<file path="config.mk">
export PLATFORM = sky130hd
export DESIGN_NAME = pps_top
export DESIGN_NICKNAME = d
export VERILOG_FILES = /design/src/pps_pkg.sv /design/src/pps_top.sv
export VERILOG_INCLUDE_DIRS = /design/src /design/src/src
export SDC_FILE = /design/constraint.sdc
export NUM_CORES = 1
export LEC_CHECK = 0
export BUFFER_PORTS_ARGS = -buffer_cell sky130_fd_sc_hd__clkbuf_2
export CORE_ASPECT_RATIO = 0.8
export CORE_UTILIZATION = 34
export DETAILED_ROUTE_END_ITERATION = 7
export PLACE_DENSITY_LB_ADDON = 0.25
export SLEW_MARGIN = 20
export SYNTH_ARGS = -nofsm -noshare
export SYNTH_HDL_FRONTEND = slang
export SYNTH_SLANG_ARGS = --single-unit
</file>
<file path="constraint.sdc">
create_clock -name clk -period 6 [get_ports clk]
set_input_delay 1.2 -clock clk [delete_from_list [all_inputs] [get_ports clk]]
set_output_delay 1.2 -clock clk [all_outputs]
set_load 0.005 [all_outputs]
</file>
<file path="src/pps_cfg.svh">
`ifndef PPS_CFG_SVH
`define PPS_CFG_SVH
// Register indices; the byte address of a register is four times its index.
`define PPS_IDX_ENABLE 6'h00
`define PPS_IDX_POLARITY 6'h01
`define PPS_IDX_CLKSEL 6'h02
`define PPS_IDX_PRESCALE 6'h03
`define PPS_IDX_ALIGN 6'h04
`define PPS_IDX_CONTROL 6'h05
`define PPS_IDX_TEST_A 6'h06
`define PPS_IDX_TEST_B 6'h07
`define PPS_IDX_SCALE_A 6'h08
`define PPS_IDX_SCALE_B 6'h09
// Field positions inside the pairing and low-power control register.
`define PPS_BIT_JOIN_LSB 4
`define PPS_BIT_WAIT_STOP 3
`define PPS_BIT_FREEZE_STOP 2
// Field positions inside the prescale select register.
`define PPS_PRESC_A_LSB 0
`define PPS_PRESC_B_LSB 4
// Reset value of every register.
`define PPS_REG_RESET 8'h00
// Bus answers.
`define PPS_RESP_OKAY 2'h0
`define PPS_RESP_SLVERR 2'h2
// Bus widths.
`define PPS_ADDR_W 8
`endif

</file>
<file path="src/pps_pkg.sv">
package pps_pkg;
    // Effective controls handed to one channel counter.
    typedef struct packed {
        logic enable;
        logic polarity;
        logic centerAlign;
        logic tick;
    } pps_chan_s;
    // One register byte.
    typedef logic [7:0] pps_byte_t;
    // Scale divider count, wide enough for twice 256.
    typedef logic [9:0] pps_scale_t;
    // Write channel progress.
    typedef enum logic [0:0] {WR_COLLECT, WR_RESPOND} pps_wr_e;
endpackage : pps_pkg

</file>
<file path="src/pps_top.sv">
// Added by the designer: the AXI4-Lite register port.
`timescale 1ns/1ps
`include "pps_cfg.svh"
module pps_top
    import pps_pkg::*;
(
    // Clock and reset.
    input wire logic clk,
    input wire logic rst,
    // AXI4-Lite write address and data.
    input wire logic awvalid,
    output logic awready,
    input wire logic [`PPS_ADDR_W-1:0] awaddr,
    input wire logic wvalid,
    output logic wready,
    input wire logic [31:0] wdata,
    input wire logic [3:0] wstrb,
    // AXI4-Lite write response.
    output logic bvalid,
    input wire logic bready,
    output logic [1:0] bresp,
    // AXI4-Lite read.
    input wire logic arvalid,
    output logic arready,
    input wire logic [`PPS_ADDR_W-1:0] araddr,
    output logic rvalid,
    input wire logic rready,
    output logic [31:0] rdata,
    output logic [1:0] rresp,
    // Chip operating modes, from logic on this clock.
    input wire logic waitMode,
    input wire logic freezeMode,
    // Waveforms from the channel counters.
    input wire logic [7:0] chanWave,
    input wire logic [3:0] pairWave,
    // Controls to the channel counters.
    output pps_chan_s [7:0] chanCtl,
    output logic [3:0] joinPair,
    // Modulator output port pins.
    output logic [7:0] modulatorOutputPort
);

    // ----------------------------------------------------------------
    // Register storage
    // ----------------------------------------------------------------
    pps_byte_t enable_r; // Channel enables.
    pps_byte_t polarity_r; // Channel polarities.
    pps_byte_t clkSel_r; // Unscaled or scaled clock per channel.
    pps_byte_t prescale_r; // Prescale selects for clocks A and B.
    pps_byte_t align_r; // Center-align per channel.
    pps_byte_t pairingAndLowpowerControl_r; // Join and low-power bits.
    pps_byte_t scaleAValue_r; // Scale value for clock A.
    pps_byte_t scaleBValue_r; // Scale value for clock B.

    // ----------------------------------------------------------------
    // Write channel state
    // ----------------------------------------------------------------
    pps_wr_e wrState_r, wrState_nxt; // Collecting or answering.
    logic awHeld_r, awHeld_nxt; // Address captured.
    logic wHeld_r, wHeld_nxt; // Data captured.
    logic [5:0] wrIdx_r; // Captured register index.
    pps_byte_t wrData_r; // Captured low data byte.
    logic wrLane_r; // Captured low byte enable.
    logic awready_r, wready_r, bvalid_r; // Handshake flops.
    logic [1:0] bresp_r; // Write answer code.

    // ----------------------------------------------------------------
    // Read channel state
    // ----------------------------------------------------------------
    logic arready_r, rvalid_r; // Handshake flops.
    logic [31:0] rdata_r; // Read data held for the master.
    logic [1:0] rresp_r; // Read answer code.

    // ----------------------------------------------------------------
    // Clock generation state
    // ----------------------------------------------------------------
    logic [6:0] presc_r; // Prescale counter, halted by the wait and freeze stops.
    pps_scale_t scaleACnt_r; // Scale A down counter.
    pps_scale_t scaleBCnt_r; // Scale B down counter.
    logic tickSA_r, tickSB_r; // Scaled clock pulses.
    logic tickA_r, tickB_r; // Prescaled clock pulses.

    // ----------------------------------------------------------------
    // Registered outputs to the channels and pins
    // ----------------------------------------------------------------
    pps_chan_s [7:0] chanCtl_r;
    logic [3:0] joinPair_r;
    logic [7:0] pin_r;

    // True when a register index is mapped.
    function automatic logic isMapped(input logic [5:0] idx);
        isMapped = (idx <= `PPS_IDX_SCALE_B);
    endfunction : isMapped

    // Divider reload value, twice the scale with zero taken as 256.
    function automatic pps_scale_t scaleLoad(input pps_byte_t v);
        scaleLoad = (v == 8'h00) ? 10'h200 : {1'b0, v, 1'b0};
    endfunction : scaleLoad

    // Prescaled tick: every sel-th power of two of the running counter.
    function automatic logic prescTick(input logic [6:0] cnt, input logic [2:0] sel);
        logic [6:0] mask;
        mask = 7'h7f >> (3'h7 - sel);
        prescTick = ((cnt & mask) == mask);
    endfunction : prescTick

    // ----------------------------------------------------------------
    // Write decode
    // ----------------------------------------------------------------
    wire logic awTake = awvalid & awready_r;
    wire logic wTake = wvalid & wready_r;
    wire logic wrFire = (wrState_r == WR_COLLECT) & awHeld_r & wHeld_r;
    wire logic wrDo = wrFire & wrLane_r & isMapped(wrIdx_r);
    wire logic wrDone = bvalid_r & bready;
    wire logic wrEnable = wrDo & (wrIdx_r == `PPS_IDX_ENABLE);
    wire logic wrPolarity = wrDo & (wrIdx_r == `PPS_IDX_POLARITY);
    wire logic wrClkSel = wrDo & (wrIdx_r == `PPS_IDX_CLKSEL);
    wire logic wrPrescale = wrDo & (wrIdx_r == `PPS_IDX_PRESCALE);
    wire logic wrAlign = wrDo & (wrIdx_r == `PPS_IDX_ALIGN);
    wire logic wrControl = wrDo & (wrIdx_r == `PPS_IDX_CONTROL);
    wire logic wrScaleA = wrDo & (wrIdx_r == `PPS_IDX_SCALE_A);
    wire logic wrScaleB = wrDo & (wrIdx_r == `PPS_IDX_SCALE_B);

    // Next state of the write channel.
    always_comb begin
        wrState_nxt = wrState_r;
        awHeld_nxt = awHeld_r | awTake;
        wHeld_nxt = wHeld_r | wTake;
        case (wrState_r)
            WR_COLLECT: begin
                if (wrFire) begin
                    wrState_nxt = WR_RESPOND;
                end
            end
            WR_RESPOND: begin
                if (wrDone) begin
                    wrState_nxt = WR_COLLECT;
                    awHeld_nxt = 1'b0;
                    wHeld_nxt = 1'b0;
                end
            end
            default: begin
                wrState_nxt = WR_COLLECT;
            end
        endcase
    end

    // Write handshake flops; address and data are taken in either order.
    always_ff @(posedge clk or posedge rst) begin
        if (rst) begin
            wrState_r <= WR_COLLECT;
            awHeld_r <= 1'b0;
            wHeld_r <= 1'b0;
            awready_r <= 1'b0;
            wready_r <= 1'b0;
            bvalid_r <= 1'b0;
            bresp_r <= `PPS_RESP_OKAY;
        end else begin
            wrState_r <= wrState_nxt;
            awHeld_r <= awHeld_nxt;
            wHeld_r <= wHeld_nxt;
            awready_r <= (wrState_nxt == WR_COLLECT) & ~awHeld_nxt;
            wready_r <= (wrState_nxt == WR_COLLECT) & ~wHeld_nxt;
            bvalid_r <= (wrState_nxt == WR_RESPOND);
            if (wrFire) begin
                bresp_r <= isMapped(wrIdx_r) ? `PPS_RESP_OKAY : `PPS_RESP_SLVERR;
            end
        end
    end

    // Capture of write address and data.
    always_ff @(posedge clk or posedge rst) begin
        if (rst) begin
            wrIdx_r <= 6'h00;
            wrData_r <= `PPS_REG_RESET;
            wrLane_r <= 1'b0;
        end else begin
            if (awTake) begin
                wrIdx_r <= awaddr[7:2];
            end
            if (wTake) begin
                wrData_r <= wdata[7:0];
                wrLane_r <= wstrb[0];
            end
        end
    end

    // Register writes; test registers have no storage at all.
    always_ff @(posedge clk or posedge rst) begin
        if (rst) begin
            enable_r <= `PPS_REG_RESET;
            polarity_r <= `PPS_REG_RESET;
            clkSel_r <= `PPS_REG_RESET;
            prescale_r <= `PPS_REG_RESET;
            align_r <= `PPS_REG_RESET;
            pairingAndLowpowerControl_r <= `PPS_REG_RESET;
            scaleAValue_r <= `PPS_REG_RESET;
            scaleBValue_r <= `PPS_REG_RESET;
        end else begin
            if (wrEnable) enable_r <= wrData_r;
            if (wrPolarity) polarity_r <= wrData_r;
            if (wrClkSel) clkSel_r <= wrData_r;
            if (wrPrescale) prescale_r <= wrData_r & 8'h77;
            if (wrAlign) align_r <= wrData_r;
            if (wrControl) pairingAndLowpowerControl_r <= wrData_r & 8'hfc;
            if (wrScaleA) scaleAValue_r <= wrData_r;
            if (wrScaleB) scaleBValue_r <= wrData_r;
        end
    end

    // ----------------------------------------------------------------
    // Read decode
    // ----------------------------------------------------------------
    wire logic [5:0] rdIdx = araddr[7:2];
    wire logic arTake = arvalid & arready_r;
    pps_byte_t rdByte;

    // Read mux; test registers and reserved bits read as zero.
    always_comb begin
        case (rdIdx)
            `PPS_IDX_ENABLE: rdByte = enable_r;
            `PPS_IDX_POLARITY: rdByte = polarity_r;
            `PPS_IDX_CLKSEL: rdByte = clkSel_r;
            `PPS_IDX_PRESCALE: rdByte = prescale_r;
            `PPS_IDX_ALIGN: rdByte = align_r;
            `PPS_IDX_CONTROL: rdByte = pairingAndLowpowerControl_r;
            `PPS_IDX_SCALE_A: rdByte = scaleAValue_r;
            `PPS_IDX_SCALE_B: rdByte = scaleBValue_r;
            default: rdByte = 8'h00;
        endcase
    end

    // Read handshake; one read under way, answered the cycle after it is taken.
    always_ff @(posedge clk or posedge rst) begin
        if (rst) begin
            arready_r <= 1'b0;
            rvalid_r <= 1'b0;
            rdata_r <= 32'h00000000;
            rresp_r <= `PPS_RESP_OKAY;
        end else begin
            if (arTake) begin
                rvalid_r <= 1'b1;
                arready_r <= 1'b0;
                rdata_r <= {24'h000000, rdByte};
                rresp_r <= isMapped(rdIdx) ? `PPS_RESP_OKAY : `PPS_RESP_SLVERR;
            end else if (rvalid_r & rready) begin
                rvalid_r <= 1'b0;
                arready_r <= 1'b1;
            end else begin
                arready_r <= ~rvalid_r;
            end
        end
    end

    // ----------------------------------------------------------------
    // Prescaler and low-power gating
    // ----------------------------------------------------------------
    // The prescaler input is stopped in wait or freeze when asked for.
    wire logic waitHold = pairingAndLowpowerControl_r[`PPS_BIT_WAIT_STOP] & waitMode;
    wire logic freezeHold = pairingAndLowpowerControl_r[`PPS_BIT_FREEZE_STOP] & freezeMode;
    wire logic prescRun = ~(waitHold | freezeHold);
    wire logic tickA = prescRun & prescTick(presc_r, prescale_r[`PPS_PRESC_A_LSB +: 3]);
    wire logic tickB = prescRun & prescTick(presc_r, prescale_r[`PPS_PRESC_B_LSB +: 3]);
    wire logic scaleAEnd = tickA & (scaleACnt_r == 10'h001);
    wire logic scaleBEnd = tickB & (scaleBCnt_r == 10'h001);

    // Prescale counter advances only while its input clock runs.
    always_ff @(posedge clk or posedge rst) begin
        if (rst) begin
            presc_r <= 7'h00;
        end else if (prescRun) begin
            presc_r <= presc_r + 7'h01;
        end
    end

    // Scale dividers: reload on write or at expiry, pulse once per load.
    always_ff @(posedge clk or posedge rst) begin
        if (rst) begin
            scaleACnt_r <= 10'h200;
            scaleBCnt_r <= 10'h200;
        end else begin
            if (wrScaleA) begin
                scaleACnt_r <= scaleLoad(wrData_r);
            end else if (scaleAEnd) begin
                scaleACnt_r <= scaleLoad(scaleAValue_r);
            end else if (tickA) begin
                scaleACnt_r <= scaleACnt_r - 10'h001;
            end
            if (wrScaleB) begin
                scaleBCnt_r <= scaleLoad(wrData_r);
            end else if (scaleBEnd) begin
                scaleBCnt_r <= scaleLoad(scaleBValue_r);
            end else if (tickB) begin
                scaleBCnt_r <= scaleBCnt_r - 10'h001;
            end
        end
    end

    // Clock pulses, registered so every channel sees them together.
    always_ff @(posedge clk or posedge rst) begin
        if (rst) begin
            tickA_r <= 1'b0;
            tickB_r <= 1'b0;
            tickSA_r <= 1'b0;
            tickSB_r <= 1'b0;
        end else begin
            tickA_r <= tickA;
            tickB_r <= tickB;
            tickSA_r <= scaleAEnd & ~wrScaleA;
            tickSB_r <= scaleBEnd & ~wrScaleB;
        end
    end

    // ----------------------------------------------------------------
    // Channel controls and pairing
    // ----------------------------------------------------------------
    wire logic [3:0] joinBits = pairingAndLowpowerControl_r[`PPS_BIT_JOIN_LSB +: 4];
    pps_chan_s [7:0] ctlNxt;
    logic [7:0] pinNxt;

    // Channels 0,1,4,5 run from A or SA; channels 2,3,6,7 from B or SB.
    always_comb begin
        for (int c = 0; c < 8; c++) begin
            // A joined pair takes all controls from its higher channel.
            int s;
            s = (joinBits[c / 2]) ? (c | 1) : c;
            ctlNxt[c].enable = enable_r[s];
            ctlNxt[c].polarity = polarity_r[s];
            ctlNxt[c].centerAlign = align_r[s];
            if ((c / 2) % 2 == 0) begin
                ctlNxt[c].tick = clkSel_r[s] ? tickSA_r : tickA_r;
            end else begin
                ctlNxt[c].tick = clkSel_r[s] ? tickSB_r : tickB_r;
            end
        end
        for (int p = 0; p < 4; p++) begin
            // Joined: the 16-bit wave leaves on the odd pin, even pin idles low.
            pinNxt[2 * p] = joinBits[p] ? 1'b0 : chanWave[2 * p];
            pinNxt[2 * p + 1] = joinBits[p] ? pairWave[p] : chanWave[2 * p + 1];
        end
    end

    // Output flops toward the channels and pins.
    always_ff @(posedge clk or posedge rst) begin
        if (rst) begin
            chanCtl_r <= '0;
            joinPair_r <= 4'h0;
            pin_r <= 8'h00;
        end else begin
            chanCtl_r <= ctlNxt;
            joinPair_r <= joinBits;
            pin_r <= pinNxt;
        end
    end

    // ----------------------------------------------------------------
    // Port drive
    // ----------------------------------------------------------------
    assign awready = awready_r;
    assign wready = wready_r;
    assign bvalid = bvalid_r;
    assign bresp = bresp_r;
    assign arready = arready_r;
    assign rvalid = rvalid_r;
    assign rdata = rdata_r;
    assign rresp = rresp_r;
    assign chanCtl = chanCtl_r;
    assign joinPair = joinPair_r;
    assign modulatorOutputPort = pin_r;

endmodule : pps_top

</file>
==> impl_metrics.ini <==
[status]
status = complete, no violations

[detailed_routing]
wl_mm = 18.9
vias = 5314
drc = 0
drt.antenna.violating_nets = 0
dr.pass1.iters = 5
drt_iter0_drc = 459
vias_per_cell = 5.05
wl_per_cell_um = 18.0

[cells_and_area]
final_cell_mix = 165 x dfrtp_1, 100 x clkbuf_2, 83 x mux2_2, 80 x nand2_1, 31 x nor2_1
antennaDiodeCount = 0
nets = 817
area_growth_pct = 16.9
stdcell_count = 1052
drive_above_1_share_pct = 32.0
layout_commonest_cell = dfrtp_1

[yosys]
synth_edf_count = 0
ys_async_sr_fraction_pct = 100
ys_seq_area_share_pct = 55.2
synth_cell_types = 59
synth-seq-cells = 167
syn-instance-count = 644
ys.flop_type = dfrtp_1
postSynthAreaPerCell_um2 = 11.8
netlist_area_um2 = 7570
ys.warnings.count = 0

[cts]
path_clk_slew_ns = 0.07
cts_htree_levels = 4
root_buffer = clkbuf_16
cts_resized = 0
cts_tree = done
numClockSinks = 167
cts_setup_buffers = 0
worstSkewPairLatency_ns = 0.43
cts_inserted_buffers = 17
clock_path_buffers = 2
ctsHoldBuffers = 0

[timing]
final_min_period_over_clock_period_pct = 48.7
grt_setup_unrepaired = false
finalClockSkew_ns = 0.00696
finalSetupViolCount = 0
finalCriticalPeriod_ns = 2.92
worst_slew_pin_slew_ns = 1.03
maxSlewHeadroom_pct = 31.2
fin_setup_tns_ns = 0
slew_viol_final = 0
hold_viol = 0
max_clock_freq_mhz = 342

[power]
p_per_area_nw_per_um2 = 465
vdd_ir_drop_max_v = 0.000214
p_leak_uw = 0.00432

[grt]
track_usage_pct = 17.5
antenna_found_initial = 0
grt_pass1_wl_mm = 29.8
grt_pass1_vias = 5105
overflow = 0
grt_max_degree = 86

[floorplan]
start_util_pct = 34.9
rows = 48
core_um2 = 21700
die_width_um = 169
die_area_um2 = 22900
ios = 158
die_h_um = 135

[place]
hpwl_mm = 13.2
placedCellCount = 1020
io_buffers = 100
globalplace.congestion = 0.817

[setup_path]
cp.arrival_ns = 3.30
crit_required_ns = 6.37
path_class = in2reg
start_kind = input port
crit_fanout = 8
end_kind = register

[hold_path]
min_path_type = reg2reg

[job]
maxCapViolCount = 0
-- cell type report --
class,instances,area (um^2)
clock buffer,18,439
clock inverter,14,168
fill,2080,12800
inverter,12,50.0
multi-input combinational,438,3120
sequential,167,4180
tap,300,375
timing repair buffer,103,523
-- metrics by stage --
| stage | power (uW) | area (um^2) | utilization, % | hold slack [ns] | setup slack (ns) |
|---|---|---|---|---|---|
| finish | 4120 | 8850 | 40.8 | 0.443 | 3.08 |
| detailed placement | 3020 | 8240 | 38.0 | 0.426 | 2.71 |
| floorplan | 2600 | 7670 | - | 0.352 | 0.285 |
| global placement | 3000 | 8240 | 38.0 | 0.422 | 2.72 |
| CTS | 4150 | 8850 | 40.8 | 0.442 | 3.15 |
| global route | 4380 | 8850 | 40.8 | 0.460 | 3.04 |
-- worst max-delay path, cell delays in order --
cell and delay [ns]:
clkbuf_2 0.19, or4_4 0.59, nor3_2 0.55, a222oi_1 0.28, a31oi_1 0.36, a21o_1 0.12
-- Yosys cell counts, types with 4 or more instances --
cell	number	area share [%]
nor2_1	32	1.6
ha_1	5	0.83
xnor2_1	8	0.93
o21ai_1	10	0.66
a21o_1	15	1.5
buf_4	27	2.7
buf_6	4	0.59
a222oi_1	10	1.3
nand2_1	80	4.0
nor4_1	10	0.83
inv_1	12	0.59
a21oi_1	20	1.3
mux2i_1	18	2.4
o21ai_0	22	1.5
dfrtp_1	165	55
a22o_1	5	0.58
clkbuf_1	15	0.74
mux2_2	83	12
a221oi_1	4	0.46
a22oi_1	5	0.50
a31oi_1	14	1.2
nand3_1	4	0.26
nor2b_1	8	0.66
-- final timing paths --
kind | from | endpoint | slack, ns | depth (start not counted)
max | araddr[4] | rdata[4] | 3.08 | 6
min | polarity_r[7] | chanCtl[30] | 0.44 | 0
max reg2reg | bvalid | pairingAndLowpowerControl_r[6] | 3.55 | 4
min reg2reg | polarity_r[7] | chanCtl[30] | 0.44 | 0
max in group asynchronous | rst | scaleBCnt_r[9] | 4.03 | 3
min in group asynchronous | rst | chanCtl[23] | 0.91 | 2
-- per-layer routing --
| metal | share of wire [%] | vias up | global-route usage, % |
|---|---|---|---|
| met5 | 0 | - | 0 |
| met2 | 41 | 201 | 23.7 |
| met4 | 1.2 | 0 | 5.10 |
| met1 | 50 | 2629 | 26.7 |
| li1 | - | 2467 | - |
| met3 | 7.3 | 17 | 4.85 |
-- power breakdown --
part,total (uW),switching [uW],internal (uW)
logic,1020,490,535
clock network,1120,483,635
registers,1980,471,1510
total,4120,1440,2680
-- state kept, by name (all words and copies together), names as in the netlist, 6 cells and up --
register                     cells
wrIdx_r                          6
clkSel_r                         8
align_r                          8
chanCtl                         32
enable_r                         8
scaleACnt_r                     10
scaleBCnt_r                     10
scaleAValue_r                    8
wrData_r                         8
pairingAndLowpowerControl_r      6
modulatorOutputPort              8
presc_r                          7
scaleBValue_r                    8
polarity_r                       8
prescale_r                       6
rdata                            8
-- logic make-up after synthesis --
logic type / Yosys count / share of synthesized area, %
flops: 167 / 55.2
mux: 101 / 14.7
other cells: 1 / 0.0495
fa+ha+maj: 5 / 0.826
xor+xnor: 11 / 1.27
buf+inv: 64 / 4.96
simple gates: 175 / 12.1
compound gates: 120 / 10.9
(Power assumes the default switching activity.)
